`src/inc/tpr_map.vh`:
```
// Register map, field positions and reset values of the timer prescale block
`ifndef TPR_MAP_VH
`define TPR_MAP_VH
`define TPR_OFF_CTRL2 8'h00
`define TPR_OFF_FLAGS 8'h04
`define TPR_OFF_CHIE 8'h08
`define TPR_OFF_OVF 8'h0c
`define TPR_OFF_CNT 8'h10
`define TPR_OFF_TC7 8'h14
`define TPR_OFF_CFG 8'h18
`define TPR_OFF_CHACC 8'h1c
`define TPR_BIT_OVIE 7
`define TPR_BIT_CRE 3
`define TPR_BIT_PR_HI 2
`define TPR_BIT_PR_LO 0
`define TPR_BIT_OVF 7
`define TPR_BIT_TEN 0
`define TPR_BIT_ACCUMULATOR_ENABLE_BIT 1
`define TPR_BIT_FFCA 2
`define TPR_RST_CTRL2 8'h00
`define TPR_RST_FLAGS 8'h00
`define TPR_RST_CHIE 8'h00
`define TPR_RST_CFG 8'h00
`define TPR_RST_CNT 16'h0000
`define TPR_RST_TC7 16'h0000
`define TPR_CNT_MAX 16'hffff
`endif

```
`src/rtl/tpr_prescaler.v`:
```
// Bus clock prescaler with synchronized factor update
`timescale 1ns/1ns
`default_nettype none
module tpr_prescaler
(
    input wire aclk,
    input wire aresetn,
    input wire [2:0] sel,
    output reg tick
);
    reg [6:0] div_q;
    reg [2:0] act_q;
    reg [6:0] mask;
    always @*
    begin
        mask = (7'h01 << act_q) - 7'h01;
    end
    always @(posedge aclk)
    begin
        if (!aresetn)
        begin
            div_q <= 7'h00;
            act_q <= 3'h0;
            tick <= 1'b0;
        end
        else
        begin
            div_q <= div_q + 7'h01;
            tick <= ((div_q & mask) == mask);
            // New factor only lands when every stage is zero
            if (div_q == 7'h7f)
                act_q <= sel;
        end
    end
endmodule // tpr_prescaler
`default_nettype wire

```
`src/rtl/tpr_counter.v`:
```
// Timer counter with compare-seven reset and overflow detect
`timescale 1ns/1ns
`default_nettype none
`include "tpr_map.vh"
module tpr_counter
(
    input wire aclk,
    input wire aresetn,
    input wire tick,
    input wire run,
    input wire cre,
    input wire [15:0] cmp7,
    output reg [15:0] cnt_q,
    output reg ovf_ev,
    output reg cmp7_ev
);
    wire hit = run && (cnt_q == cmp7);
    always @(posedge aclk)
    begin
        if (!aresetn)
        begin
            cnt_q <= `TPR_RST_CNT;
            ovf_ev <= 1'b0;
            cmp7_ev <= 1'b0;
        end
        else
        begin
            ovf_ev <= 1'b0;
            cmp7_ev <= 1'b0;
            // Compare reset is a single bus clock, hence period N+1 at divide by one, N*div above
            if (cre && hit && (cnt_q != 16'h0000 || cmp7 == 16'h0000))
            begin
                cnt_q <= 16'h0000;
                cmp7_ev <= (cmp7 != 16'h0000);
            end
            else if (cre && cmp7 == 16'h0000)
                cnt_q <= 16'h0000;
            else if (run && tick)
            begin
                cnt_q <= cnt_q + 16'h0001;
                ovf_ev <= (cnt_q == `TPR_CNT_MAX);
            end
            if (hit && tick && !cre)
                cmp7_ev <= 1'b1;
        end
    end
endmodule // tpr_counter
`default_nettype wire

```
`src/rtl/tpr_top.v`:
```
// Timer prescale, compare reset and channel flags with AXI4-Lite slave
// Notes on behaviour
// - Overflow flag requests interrupt only while overflow enable bit is one.
// - Counter reset enable bit makes channel-7 compare reset the counter.
// - Reset enable with compare value zero holds counter at zero.
// - Compare value 0xFFFF with reset enable never sets overflow flag.
// - Reset-mode period is compare value plus one clock at divide by one, else compare value times divider.
// - Without channel seven, reset enable bit reads zero, writes ignored.
// - Prescale select divides bus clock by two to the field value.
// - New prescale takes effect when all prescale stages are zero.
// - Channel flag sets on capture or compare event of its channel.
// - Writing one clears flag only while timer or accumulator enabled.
// - Writing zero to a flag bit leaves it unchanged.
// - Fast clear: read of an input channel or write of an output channel clears that channel's flag.
// - Flags of absent channels ignore writes and read zero.
// - Overflow flag sets when counter wraps from 0xFFFF to zero.
// - Channel flag interrupts only while its enable bit is set.
//
// Implementation choices: the register addresses and the AXI4-Lite slave port.
`timescale 1ns/1ns
`default_nettype none
`include "tpr_map.vh"
module tpr_top
#(
    parameter [7:0] CH_PRESENT = 8'hff
)
(
    input wire aclk,
    input wire aresetn,
    input wire [7:0] s_axi_awaddr,
    input wire s_axi_awvalid,
    output wire s_axi_awready,
    input wire [31:0] s_axi_wdata,
    input wire [3:0] s_axi_wstrb,
    input wire s_axi_wvalid,
    output wire s_axi_wready,
    output reg [1:0] s_axi_bresp,
    output reg s_axi_bvalid,
    input wire s_axi_bready,
    input wire [7:0] s_axi_araddr,
    input wire s_axi_arvalid,
    output wire s_axi_arready,
    output reg [31:0] s_axi_rdata,
    output reg [1:0] s_axi_rresp,
    output reg s_axi_rvalid,
    input wire s_axi_rready,
    input wire [7:0] chan_event,
    input wire [7:0] chan_is_output,
    input wire accumulator_enable_bit,
    output wire [15:0] timer_counter,
    output wire counter_overflow_flag,
    output wire chan_irq,
    output wire ovf_irq
);
    localparam CRE_OK = CH_PRESENT[7];
    ////////////////////////////////////////////////////////////////////////
    reg [7:0] ctrl2_q;
    reg [7:0] flags_q;
    reg [7:0] chie_q;
    reg ovf_q;
    reg [2:0] cfg_q;
    reg [15:0] tc7_q;
    reg [7:0] aw_q;
    reg [31:0] wd_q;
    reg [3:0] ws_q;
    reg aw_has_q;
    reg w_has_q;
    wire tick;
    wire ovf_ev;
    wire cmp7_ev;
    wire [15:0] cnt;
    wire timer_enable_bit = cfg_q[`TPR_BIT_TEN];
    wire clr_ok = timer_enable_bit | cfg_q[`TPR_BIT_ACCUMULATOR_ENABLE_BIT] | accumulator_enable_bit;
    wire ffca = cfg_q[`TPR_BIT_FFCA];
    ////////////////////////////////////////////////////////////////////////
    // One write at a time; address and data are latched in either order
    assign s_axi_awready = !aw_has_q && !s_axi_bvalid;
    assign s_axi_wready = !w_has_q && !s_axi_bvalid;
    assign s_axi_arready = !s_axi_rvalid;
    wire aw_ok = s_axi_awvalid && s_axi_awready;
    wire w_ok = s_axi_wvalid && s_axi_wready;
    wire ar_ok = s_axi_arvalid && s_axi_arready;
    wire [7:0] waddr = aw_has_q ? aw_q : s_axi_awaddr;
    wire [31:0] wdata = w_has_q ? wd_q : s_axi_wdata;
    wire [3:0] wstrb = w_has_q ? ws_q : s_axi_wstrb;
    wire do_wr = (aw_has_q | aw_ok) && (w_has_q | w_ok);
    wire lane0 = do_wr && wstrb[0];
    function known;
        input [7:0] a;
        begin
            known = (a[7:5] == 3'h0) && (a[1:0] == 2'b00);
        end
    endfunction
    function [7:0] chbit;
        input [7:0] a;
        begin
            chbit = (a == `TPR_OFF_TC7) ? 8'h80 : 8'h00;
        end
    endfunction
    wire wr_ctrl2 = lane0 && waddr == `TPR_OFF_CTRL2;
    wire wr_flags = lane0 && waddr == `TPR_OFF_FLAGS;
    wire wr_chie = lane0 && waddr == `TPR_OFF_CHIE;
    wire wr_ovf = lane0 && waddr == `TPR_OFF_OVF;
    wire wr_cfg = lane0 && waddr == `TPR_OFF_CFG;
    wire wr_tc7 = do_wr && waddr == `TPR_OFF_TC7;
    // Channel access port: index in low data byte, models 0x10..0x1f access
    wire wr_chacc = lane0 && waddr == `TPR_OFF_CHACC;
    wire rd_chacc = ar_ok && s_axi_araddr == `TPR_OFF_CHACC;
    reg [2:0] chsel_q;
    wire [7:0] chmask = 8'h01 << (wr_chacc ? wdata[2:0] : chsel_q);
    ////////////////////////////////////////////////////////////////////////
    tpr_prescaler u_pre
    (
        .aclk(aclk),
        .aresetn(aresetn),
        .sel(ctrl2_q[`TPR_BIT_PR_HI:`TPR_BIT_PR_LO]),
        .tick(tick)
    );
    tpr_counter u_cnt
    (
        .aclk(aclk),
        .aresetn(aresetn),
        .tick(tick),
        .run(timer_enable_bit),
        .cre(ctrl2_q[`TPR_BIT_CRE]),
        .cmp7(tc7_q),
        .cnt_q(cnt),
        .ovf_ev(ovf_ev),
        .cmp7_ev(cmp7_ev)
    );
    ////////////////////////////////////////////////////////////////////////
    reg [7:0] fast_clr;
    reg [7:0] set_ev;
    reg [7:0] sw_clr;
    always @*
    begin
        fast_clr = 8'h00;
        if (ffca && wr_chacc && chan_is_output[wdata[2:0]])
            fast_clr = chmask;
        if (ffca && rd_chacc && !chan_is_output[chsel_q])
            fast_clr = fast_clr | (8'h01 << chsel_q);
        if (ffca && wr_tc7 && chan_is_output[7])
            fast_clr = fast_clr | chbit(waddr);
        sw_clr = (wr_flags && clr_ok) ? wdata[7:0] : 8'h00;
        set_ev = (chan_event | {cmp7_ev, 7'h00}) & CH_PRESENT;
    end
    always @(posedge aclk)
    begin
        if (!aresetn)
        begin
            ctrl2_q <= `TPR_RST_CTRL2;
            flags_q <= `TPR_RST_FLAGS;
            chie_q <= `TPR_RST_CHIE;
            ovf_q <= 1'b0;
            cfg_q <= 3'h0;
            tc7_q <= `TPR_RST_TC7;
            chsel_q <= 3'h0;
        end
        else
        begin
            if (wr_ctrl2)
            begin
                ctrl2_q <= wdata[7:0] & 8'h8f;
                ctrl2_q[`TPR_BIT_CRE] <= wdata[`TPR_BIT_CRE] & CRE_OK;
            end
            if (wr_chie)
                chie_q <= wdata[7:0] & CH_PRESENT;
            if (wr_cfg)
                cfg_q <= wdata[2:0];
            if (wr_tc7 && CH_PRESENT[7])
                tc7_q <= wdata[15:0];
            if (wr_chacc)
                chsel_q <= wdata[2:0];
            // Set wins over a same-cycle clear
            flags_q <= ((flags_q & ~sw_clr & ~fast_clr) | set_ev)
                & CH_PRESENT;
            // Compare reset leaves by clear, never by increment wrap
            if (ovf_ev)
                ovf_q <= 1'b1;
            else if (wr_ovf && clr_ok && wdata[`TPR_BIT_OVF])
                ovf_q <= 1'b0;
        end
    end
    ////////////////////////////////////////////////////////////////////////
    always @(posedge aclk)
    begin
        if (!aresetn)
        begin
            aw_has_q <= 1'b0;
            w_has_q <= 1'b0;
            aw_q <= 8'h00;
            wd_q <= 32'h00000000;
            ws_q <= 4'h0;
            s_axi_bvalid <= 1'b0;
            s_axi_bresp <= 2'b00;
            s_axi_rvalid <= 1'b0;
            s_axi_rresp <= 2'b00;
            s_axi_rdata <= 32'h00000000;
        end
        else
        begin
            if (do_wr)
            begin
                aw_has_q <= 1'b0;
                w_has_q <= 1'b0;
                s_axi_bvalid <= 1'b1;
                s_axi_bresp <= known(waddr) ? 2'b00 : 2'b10;
            end
            else
            begin
                if (aw_ok)
                begin
                    aw_has_q <= 1'b1;
                    aw_q <= s_axi_awaddr;
                end
                if (w_ok)
                begin
                    w_has_q <= 1'b1;
                    wd_q <= s_axi_wdata;
                    ws_q <= s_axi_wstrb;
                end
                if (s_axi_bready)
                    s_axi_bvalid <= 1'b0;
            end
            if (ar_ok)
            begin
                s_axi_rvalid <= 1'b1;
                s_axi_rresp <= known(s_axi_araddr) ? 2'b00 : 2'b10;
                case (s_axi_araddr)
                    `TPR_OFF_CTRL2: s_axi_rdata <= {24'h0, ctrl2_q};
                    `TPR_OFF_FLAGS: s_axi_rdata <= {24'h0, flags_q};
                    `TPR_OFF_CHIE: s_axi_rdata <= {24'h0, chie_q};
                    `TPR_OFF_OVF: s_axi_rdata <= {24'h0, ovf_q, 7'h00};
                    `TPR_OFF_CNT: s_axi_rdata <= {16'h0, cnt};
                    `TPR_OFF_TC7: s_axi_rdata <= {16'h0, tc7_q};
                    `TPR_OFF_CFG: s_axi_rdata <= {29'h0, cfg_q};
                    `TPR_OFF_CHACC: s_axi_rdata <= {29'h0, chsel_q};
                    default: s_axi_rdata <= 32'h00000000;
                endcase
            end
            else if (s_axi_rready)
                s_axi_rvalid <= 1'b0;
        end
    end
    ////////////////////////////////////////////////////////////////////////
    assign timer_counter = cnt;
    assign counter_overflow_flag = ovf_q;
    assign ovf_irq = ovf_q & ctrl2_q[`TPR_BIT_OVIE];
    assign chan_irq = |(flags_q & chie_q);
endmodule // tpr_top
`default_nettype wire

```
`config.mk`:
```
export PLATFORM = sky130hd
export DESIGN_NAME = tpr_top
export DESIGN_NICKNAME = d
export VERILOG_FILES = /design/src/rtl/tpr_prescaler.v /design/src/rtl/tpr_counter.v /design/src/rtl/tpr_top.v
export VERILOG_INCLUDE_DIRS = /design/src /design/src/inc
export SDC_FILE = /design/constraint.sdc
export NUM_CORES = 1
export LEC_CHECK = 0
export BUFFER_PORTS_ARGS = -buffer_cell sky130_fd_sc_hd__buf_2
export CORE_MARGIN = 1.5
export CORE_UTILIZATION = 56
export CTS_BUF_LIST = sky130_fd_sc_hd__clkbuf_2
export DETAILED_ROUTE_END_ITERATION = 7
export PLACE_DENSITY = 0.82
export SKIP_LAST_GASP = 1
export SLEW_MARGIN = 20
export SYNTH_ARGS = -nofsm -noshare
export SYNTH_HDL_FRONTEND = slang
export SYNTH_SLANG_ARGS = --single-unit
export TNS_END_PERCENT = 100
```
`constraint.sdc`:
```
create_clock -name aclk -period 2.85 [get_ports aclk]
set_input_delay 0.285 -clock aclk [delete_from_list [all_inputs] [get_ports aclk]]
set_output_delay 0.285 -clock aclk [all_outputs]
set_load 0.01 [all_outputs]
```
==> flow_metrics.env, run 1 <==
export IMPL_cap_viol_max_count=0
export IMPL_min_path_type="in -> reg"
export IMPL_timing_final_crit_share_pct=92.50
export IMPL_post_synth_fa_ha_maj_area_fraction_pct=0.8205
export IMPL_postCtsSetupBuffers=0
export IMPL_grt_first_pass_wirelength_mm=27.57
export IMPL_drv_slew=0
export IMPL_dr_pass1_iters=7
export IMPL_power_leakage_nw=2.962
export IMPL_crit_type="reg -> reg"
export IMPL_htree_num_levels=4
export IMPL_synth_cell_type_count=60
export IMPL_layout_common_cells="dfxtp_1 (120), buf_2 (98), nor2_1 (87)"
export IMPL_max_vdd_ir_drop_v=0.0002650
export IMPL_crit_slowest_cell="dfxtp_1"
export IMPL_drive_gt1_share_pct=19.51
export IMPL_gp_congestion=0.9007
export IMPL_clkTransAtPathRegs_ns=0.23
export IMPL_synthMuxAreaShare_pct=10.07
export IMPL_fin_tns_setup_ns=0
export IMPL_synth_xor_area_share_pct=5.169
export IMPL_crit_path_max_fanout=13
export IMPL_synth_edf_count=0
export IMPL_yosys_warnings=0
export IMPL_drt_iter0_markers=555
export IMPL_status="finished, final reports clean"
export IMPL_core_um2=10460
export IMPL_vias=5922
export IMPL_postRouteAntennaNets=0
export IMPL_max_stage_delay_ns=0.61
export IMPL_async_flop_share_pct=0
export IMPL_final_common_cell="dfxtp_1"
export IMPL_wl_per_cell_um=17.11
export IMPL_finClkSkew_ns=0.04373
export IMPL_antenna_found_initial=0
export IMPL_nets=928
export IMPL_r2r_slack_ns=0.21
export IMPL_fmax_mhz=379.3
export IMPL_hold_viol_final=0
export IMPL_syn_area_per_cell_um2=8.448
export IMPL_clockBufferDepth=2
export IMPL_dieArea_um2=11530
export IMPL_clockRootBuffer="clkbuf_2"
export IMPL_syn_inst=722
export IMPL_setup_viol=0
export IMPL_die_height_um=107.4
export IMPL_overflow=0
export IMPL_cts_hold_buf=45
export IMPL_placement_io_buffers=98
export IMPL_post_route_drc_count=0
export IMPL_clk_latency_ns=0.69
export IMPL_start_util_pct=58.30
export IMPL_cp_end_kind="register"
export IMPL_max_slew_margin_pct=46.49
export IMPL_rsz0062_at_grt="no"
export IMPL_cp_data_arrival_time_ns=3.19
export IMPL_synth_area_um2=6100
export IMPL_clock_sinks=120
export IMPL_via_per_inst=5.940
export IMPL_synth_flop_cell="dfxtp_1"
export IMPL_grt_usage_pct=30.44
export IMPL_worstPathCellList="mux2_2 > nor2_1 > nand3_1 > o21ai_0 > a21oi_1"
export IMPL_crit_path_start_kind="register"
export IMPL_routed_wl_mm=17.06
export IMPL_worst_ep_required_time_ns=3.40
export IMPL_grt_max_degree=80
export IMPL_ys_seq_area_share_pct=39.38
export IMPL_num_rows=37
export IMPL_worst_pin_slew_ns=0.7824
export IMPL_final_cell_area_um2=7209
export IMPL_cts_buffers=17
export IMPL_total_power_mw=3.226
export IMPL_power_density_nw_per_um2=447.5
export IMPL_synth_seq_cells=120
export IMPL_ios=136
export IMPL_post_cts_resized=0
export IMPL_placed_area_um2=6544
export IMPL_diodes=0
export IMPL_synth_simple_gate_area_share_pct=22.73
export IMPL_place_hpwl_mm=12.03
export IMPL_syn_to_final_growth_pct=18.19
export IMPL_synth_top_family_by_area="simple AND/OR/NAND/NOR gates"
export IMPL_fin_crit_ns=2.636
export IMPL_synth_compound_area_share_pct=14.81
export IMPL_die_x_um=107.4
export IMPL_cts_tree="built"
export IMPL_grt_pass1_vias=5588
[cell families after synthesis]
| kind of cell | after synthesis |
|---|---|
| AO/OA/AOI/OAI | 135 |
| XOR/XNOR | 36 |
| adder cells (fa/ha/maj) | 4 |
| buffers and inverters | 79 |
| flip-flops | 120 |
| multiplexers | 56 |
| other | 1 |
| AND/OR/NAND/NOR | 291 |
[per-layer routing]
metal | share of wire [%] | vias up | global-route usage, %
met5 | 0 | - | 0
met4 | 3.3 | 0 | 12.03
met3 | 7.9 | 59 | 5.266
met2 | 48 | 345 | 51.91
met1 | 41 | 2744 | 38.21
li1 | - | 2774 | -
[flip-flops by register name, summed over array words and instances, names as in the netlist, 3 cells and up]
signal,count
u_pre.act_q,3
aw_q,8
chie_q,8
s_axi_rdata,16
tc7_q,16
u_cnt.cnt_q,16
chsel_q,3
ctrl2_q,5
cfg_q,3
wd_q,16
u_pre.div_q,7
flags_q,8
[worst paths after layout]
check	startpoint	end	depth (start not counted)
min	aresetn	aw_has_q$_SDFFE_PP0P_	4
max reg2reg	aw_has_q$_SDFFE_PP0P_	chie_q[5]$_SDFFE_PN0P_	5
min reg2reg	wd_q[3]$_SDFFE_PN0P_	wd_q[3]$_SDFFE_PN0P_	2
max	aw_has_q$_SDFFE_PP0P_	chie_q[5]$_SDFFE_PN0P_	5
[final cells by class]
type / count / area (µm²)
Sequential cell: 120 / 2402
Clock inverter: 15 / 130.1
Multi-Input combinational cell: 540 / 3337
Tap cell: 136 / 170.2
Inverter: 17 / 63.81
Clock buffer: 17 / 85.08
Timing Repair Buffer: 152 / 1021
Fill cell: 848 / 3253
[worst max-delay path: cells and delay by family, from the launching register on]
| kind | cells | cell delay [ns] |
|---|---|---|
| simple gates | 2 | 1.03 |
| mux | 1 | 0.42 |
| flops | 1 | 0.61 |
| compound gates | 2 | 0.43 |
[through the flow]
step / hold WS, ns / util, % / setup WS [ns] / cells
after floorplan: 0.3840 / - / 0.8330 / 739
after global placement: 0.4385 / 62.54 / 0.4596 / 920
after detailed placement: 0.4460 / 62.54 / 0.4178 / 920
after CTS: 0.05449 / 68.91 / 0.3232 / 997
after global routing: 0.06435 / 68.91 / 0.004391 / 997
final: 0.08874 / 68.91 / 0.2138 / 997
[cell usage after synthesis (all sizes together), types with 21 or more instances]
library cell	n	area share, %
dfxtp	120	39
nor2	88	5.5
nand2	83	5.1
a21oi	48	3.9
mux2i	40	6.6
buf	34	4.2
nand3	33	2.7
clkbuf	28	1.7
xor2	25	3.6
o21ai	24	2.0
a22oi	21	2.6
[power breakdown]
group | switching [mW] | internal (mW) | total (mW)
Clock | 0.699 | 0.311 | 1.01
Combinational | 0.253 | 0.192 | 0.445
Sequential | 0.0448 | 1.73 | 1.77
Total | 0.997 | 2.23 | 3.23
Note: power is estimated with default switching activity, not from simulation.
==> run 2, diff against run 1 <==
--- a/config.mk
+++ b/config.mk
@@ -7,11 +7,13 @@
 export NUM_CORES = 1
 export LEC_CHECK = 0
 export BUFFER_PORTS_ARGS = -buffer_cell sky130_fd_sc_hd__buf_2
+export CELL_PAD_IN_SITES_DETAIL_PLACEMENT = 2
+export CELL_PAD_IN_SITES_GLOBAL_PLACEMENT = 2
 export CORE_MARGIN = 1.5
-export CORE_UTILIZATION = 56
+export CORE_UTILIZATION = 33
 export CTS_BUF_LIST = sky130_fd_sc_hd__clkbuf_2
 export DETAILED_ROUTE_END_ITERATION = 7
-export PLACE_DENSITY = 0.82
+export PLACE_DENSITY_LB_ADDON = 0.1
 export SKIP_LAST_GASP = 1
 export SLEW_MARGIN = 20
 export SYNTH_ARGS = -nofsm -noshare
==> run 2 against run 1 <==
  * Non-clock buffer count is 10 higher
  * Worst hold slack better by 0.024 ns
  * Total power up 6.6%
  * Flip-flop and latch count stayed put
  * Sequential share of layout area shrank 1.0 points
  * Routed wire length grew 30%
  * Clock-buffer cell count increased by 1
  * Critical path type unchanged
==> flow_metrics.env, run 2 (synthesized netlist as in run 1, its figures left out) <==
export IMPL_place_hpwl_mm=15.94
export IMPL_clk_latency_ns=0.73
export IMPL_max_vdd_ir_drop_v=0.0002939
export IMPL_fin_tns_setup_ns=0
export IMPL_placement_io_buffers=98
export IMPL_gp_congestion=0.8377
export IMPL_post_route_drc_count=0
export IMPL_p_sw_share_pct=30.02
export IMPL_crit_start="aw_has_q$_SDFFE_PP0P_"
export IMPL_antenna_found_initial=1
export IMPL_final_common_cell="dfxtp_1"
export IMPL_vias=5836
export IMPL_worstHoldStart="s_axi_araddr[2]"
export IMPL_routed_wl_mm=22.23
export IMPL_r2r_start="aw_has_q$_SDFFE_PP0P_"
export IMPL_clockRootBuffer="clkbuf_2"
export IMPL_drv_slew=0
export IMPL_clkPwrFrac_pct=34.4
export IMPL_cp_data_arrival_time_ns=2.99
export IMPL_layout_common_cells="dfxtp_1 (120), buf_2 (98), nor2_1 (87)"
export IMPL_ios=136
export IMPL_start_util_pct=33.84
export IMPL_crit_slowest_cell="or4b_1"
export IMPL_clock_sinks=120
export IMPL_grt_pass1_vias=6434
export IMPL_p_switching_mw=1.033
export IMPL_crit_path_max_fanout=11
export IMPL_power_density_nw_per_um2=462.2
export IMPL_total_power_mw=3.440
export IMPL_fin_ws_ns=0.4505
export IMPL_dieArea_um2=19310
export IMPL_worstPathCellList="or4b_1 > a222oi_1 > buf_4 > nand3_1 > o21ai_0 > a21oi_1"
export IMPL_pre_cts_ws_ns=0.4368
export IMPL_cap_viol_max_count=0
export IMPL_cts_buffers=17
export IMPL_max_stage_delay_ns=0.47
export IMPL_overflow=0
export IMPL_die_x_um=139.0
export IMPL_drive_gt1_share_pct=19.86
export IMPL_htree_num_levels=4
export IMPL_dr_pass1_iters=5
export IMPL_cp_end_kind="register"
export IMPL_postRouteAntennaNets=0
export IMPL_timing_final_crit_share_pct=84.19
export IMPL_fin_crit_ns=2.400
export IMPL_setup_viol=0
export IMPL_fmax_mhz=416.7
export IMPL_cts_tree="built"
export IMPL_grt_first_pass_wirelength_mm=35.27
export IMPL_grt_usage_pct=23.47
export IMPL_grt_max_degree=80
export IMPL_crit_type="reg -> reg"
export IMPL_postCtsSetupBuffers=0
export IMPL_hold_viol_final=0
export IMPL_clkTransAtPathRegs_ns=0.18
export IMPL_drt_iter0_markers=290
export IMPL_syn_to_final_growth_pct=22.03
export IMPL_finClkSkew_ns=0.04042
export IMPL_via_per_inst=5.301
export IMPL_wl_per_cell_um=20.19
export IMPL_core_um2=18020
export IMPL_worst_ep_required_time_ns=3.44
export IMPL_min_path_type="in -> reg"
export IMPL_worst_pin_slew_ns=0.8441
export IMPL_crit_path_start_kind="register"
export IMPL_rsz0062_at_grt="no"
export IMPL_nets=938
export IMPL_power_leakage_nw=3.025
export IMPL_post_cts_resized=0
export IMPL_power_frac_seq_pct=51.5
export IMPL_comb_power_share_pct=14.1
export IMPL_num_rows=49
export IMPL_internal_power_mw=2.407
export IMPL_max_slew_margin_pct=42.27
export IMPL_status="finished, final reports clean"
export IMPL_holdWs_ns=0.1127
export IMPL_cts_hold_buf=48
export IMPL_clockBufferDepth=2
export IMPL_die_height_um=139.0
-- run 2: cell count changes in the layout (fill, tap and decap cells not counted), sizes merged --
cell         delta
clkbuf          +1
dlygate4sd3     +3
buf             +7
inv             -1
diode           +1
bufinv          +2
clkinv          -2
-- run 2: per-stage QoR --
stage	std cells	util [%]	cell area (µm²)
after global placement	1020	37.24	6713
after CTS	1100	41.28	7441
after global routing	1101	41.30	7443
final	1101	41.30	7443
after floorplan	739	-	6163
after detailed placement	1020	37.24	6713
-- run 2: final timing paths --
check	slack [ns]	endpoint	cells past startpoint
max	0.45	chie_q[7]$_SDFFE_PN0P_	6
min	0.11	s_axi_rdata[3]$_SDFFE_PN0P_	3
max reg2reg	0.45	chie_q[7]$_SDFFE_PN0P_	6
min reg2reg	0.47	wd_q[7]$_SDFFE_PN0P_	2
-- run 2: worst max-delay path, delay by kind of cell, from the launching register on --
family / cells / cell delay [ns]
flops: 1 / 0.46
simple gates: 2 / 0.85
compound gates: 3 / 0.73
buf+inv: 1 / 0.24
-- run 2: per-layer routing --
metal	vias to the layer above	global-route usage, %	part of all wire [%]	routed length, µm
met5	-	0	0	0
met4	0	6.086	1.3	289
met3	21	4.144	3.8	840
met2	128	42.31	51	11440
met1	2892	28.78	43	9660
li1	2795	-	-	-
-- run 2: area by class of cell --
class / count / area (µm²)
timing repair buffer: 162 / 1104
antenna: 1 / 2.502
fill: 2085 / 10580
clock buffer: 18 / 90.09
clock inverter: 14 / 157.7
multi-input combinational: 540 / 3337
inverter: 17 / 63.81
sequential: 120 / 2402
tap: 229 / 286.5
-- run 2: power by group through the flow --
stage          registers, mW  logic [mW]  clock network [mW]
2_1_floorplan           1.79       0.281                   0
3_3_place_gp            1.80       0.414                   0
3_5_place_dp            1.80       0.428                   0
4_1_cts                 1.77       0.482                1.23
5_1_grt                 1.78       0.527                1.30
6_report                1.77       0.486                1.18
==> run 3, diff against run 2 <==
==> constraint.sdc (replaced) <==
create_clock -name aclk -period 2.4 [get_ports aclk]
set_input_delay 0.24 -clock aclk [delete_from_list [all_inputs] [get_ports aclk]]
set_output_delay 0.24 -clock aclk [all_outputs]
set_load 0.01 [all_outputs]
==> run 3 against run 2 <==
  * Sequential power rose by 19%
  * Routed wire length increased by 3.9%
  * Largest cell class unchanged
  * Total power is 18% higher
  * Via count up 2.6%
  * Worst setup slack worse by 0.39 ns
  * Cell area increased by 1.6%
  * Non-clock buffer count up 15
  * Worst hold slack worse by 0.028 ns
  * Flip-flop and latch count unchanged
==> flow_metrics.env, run 3 (synthesized netlist as in run 1, its figures left out) <==
export IMPL_crit_type="reg -> reg"
export IMPL_worstHoldStart="aresetn"
export IMPL_placed_area_um2=6830
export IMPL_clockRootBuffer="clkbuf_2"
export IMPL_num_rows=49
export IMPL_clkTransAtPathRegs_ns=0.19
export IMPL_crit_path_max_fanout=11
export IMPL_drv_slew=0
export IMPL_drt_iter0_markers=197
export IMPL_worstPathCellList="or4_1 > a222oi_1 > buf_4 > and4_2 > nand3_1 > a32o_1"
export IMPL_grt_usage_pct=23.66
export IMPL_start_util_pct=33.84
export IMPL_num_fill_cells=2091
export IMPL_worst_ep_required_time_ns=3.01
export IMPL_cts_buffers=17
export IMPL_overflow=0
export IMPL_drive_gt1_share_pct=21.36
export IMPL_via_per_inst=5.373
export IMPL_vias=5985
export IMPL_nets=954
export IMPL_max_slew_margin_pct=54.08
export IMPL_grt_first_pass_wirelength_mm=35.78
export IMPL_rsz0062_at_grt="yes"
export IMPL_p_switching_mw=1.196
export IMPL_cts_tree="built"
export IMPL_power_frac_seq_pct=51.8
export IMPL_clkPwrFrac_pct=33.1
export IMPL_fin_crit_ns=2.342
export IMPL_timing_final_crit_share_pct=97.59
export IMPL_setup_viol=0
export IMPL_hold_viol_final=0
export IMPL_total_power_mw=4.060
export IMPL_dr_pass1_iters=4
export IMPL_gp_congestion=0.8451
export IMPL_min_path_type="in -> reg"
export IMPL_worstReg2RegEnd="flags_q[0]$_SDFF_PN0_"
export IMPL_clock_sinks=120
export IMPL_post_route_drc_count=0
export IMPL_routed_wl_mm=23.10
export IMPL_dieArea_um2=19310
export IMPL_stdcell_count=1114
export IMPL_hold_depth=4
export IMPL_holdPathEnd="chie_q[7]$_SDFFE_PN0P_"
export IMPL_core_um2=18020
export IMPL_p_sw_share_pct=29.46
export IMPL_antenna_found_initial=0
export IMPL_cp_data_arrival_time_ns=2.95
export IMPL_dp_cells=1034
export IMPL_cp_end_kind="register"
export IMPL_clk_latency_ns=0.71
export IMPL_die_x_um=139.0
export IMPL_final_common_cell="dfxtp_1"
export IMPL_crit_family="simple AND/OR/NAND/NOR gates"
export IMPL_final_cell_area_um2=7561
export IMPL_clockBufferDepth=2
export IMPL_ios=136
export IMPL_crit_slowest_cell="or4_1"
export IMPL_layout_common_cells="dfxtp_1 (120), buf_2 (98), nor2_1 (87)"
export IMPL_comb_power_share_pct=15.1
export IMPL_power_density_nw_per_um2=537.0
export IMPL_die_height_um=139.0
export IMPL_r2r_start="aw_has_q$_SDFFE_PP0P_"
export IMPL_worst_pin_slew_ns=0.6825
export IMPL_place_hpwl_mm=16.85
export IMPL_finClkSkew_ns=0.03409
export IMPL_status="finished, final reports clean"
export IMPL_htree_num_levels=4
export IMPL_cap_viol_max_count=0
export IMPL_wl_per_cell_um=20.73
export IMPL_r2r_cells=6
export IMPL_postRouteAntennaNets=0
export IMPL_diodes=0
export IMPL_crit_path_start_kind="register"
export IMPL_max_stage_delay_ns=0.50
export IMPL_grt_max_degree=30
export IMPL_internal_power_mw=2.864
export IMPL_fmax_mhz=426.9
export IMPL_grt_pass1_vias=6510
export IMPL_r2r_slack_ns=0.06
export IMPL_syn_to_final_growth_pct=23.96
export IMPL_placement_io_buffers=98
export IMPL_worst_path_buf_inv=1
export IMPL_power_leakage_nw=3.121
export IMPL_max_vdd_ir_drop_v=0.0003297
==> run 3: tightest hold or removal path: cells and delay by family <==
kind / cells / cell delay (ns)
AO/OA/AOI/OAI: 2 / 0.15
buffers and inverters: 2 / 0.35
==> run 3: repair_timing <==
item                       in CTS  in global routing
buffers inserted                0                  0
resized for setup               0                  2
setup endpoints to repair       0                 23
hold buffers                   49                  0
hold endpoints to repair       54                  0
==> run 3: cell type report <==
cell class	count	area (µm²)	share of cell area [%]
Multi-Input combinational cell	541	3352	44.33
Sequential cell	120	2402	31.77
Timing Repair Buffer	177	1231	16.28
Tap cell	229	286.5	3.790
Clock inverter	12	135.1	1.787
Clock buffer	18	90.09	1.191
Inverter	17	63.81	0.8440
==> run 3: worst max-delay path by stage <==
stage / start / endpoint / slack, ns / cells past startpoint
floorplan: u_cnt.cnt_q[8]$_SDFFE_PP0P_ / u_cnt.cnt_q[10]$_SDFFE_PP0P_ / 0.39 / 7
global placement: s_axi_awaddr[5] / flags_q[1]$_SDFF_PN0_ / 0.05 / 7
detailed placement: s_axi_awaddr[5] / flags_q[3]$_SDFF_PN0_ / 0.007 / 7
CTS: aw_q[5]$_SDFFE_PN0P_ / flags_q[3]$_SDFF_PN0_ / 0.007 / 6
global route: aw_has_q$_SDFFE_PP0P_ / tc7_q[15]$_SDFFE_PN0P_ / -0.06 / 6
finish: aw_has_q$_SDFFE_PP0P_ / flags_q[0]$_SDFF_PN0_ / 0.06 / 6
==> run 3: power groups by stage <==
stage	combinational [mW]	sequential, mW	clock (mW)
6_report	0.613	2.10	1.34
2_1_floorplan	0.333	2.12	0
5_1_grt	0.661	2.11	1.48
3_3_place_gp	0.514	2.14	0
3_5_place_dp	0.537	2.15	0
4_1_cts	0.603	2.10	1.39
==> run 3: through the flow <==
| stage | hold slack, ns | TNS (ns) | utilization, % | setup WS (ns) |
|---|---|---|---|---|
| floorplan | 0.3390 | 0 | - | 0.3892 |
| global placement | 0.4235 | 0 | 37.89 | 0.05121 |
| detailed placement | 0.4325 | 0 | 37.89 | 0.007244 |
| CTS | 0.01401 | 0 | 41.86 | 0.006681 |
| global route | 0.002177 | -0.4351 | 41.95 | -0.05521 |
| finish | 0.08432 | 0 | 41.95 | 0.05777 |
==> run 3: routing by layer <==
metal	wire, µm	track usage, %	up-vias	share of wire [%]
met3	712	4.662	32	3.1
met5	0	0	-	0
met2	11790	42.29	121	51
met4	503	7.292	0	2.2
met1	10090	28.56	3005	44
li1	-	-	2827	-
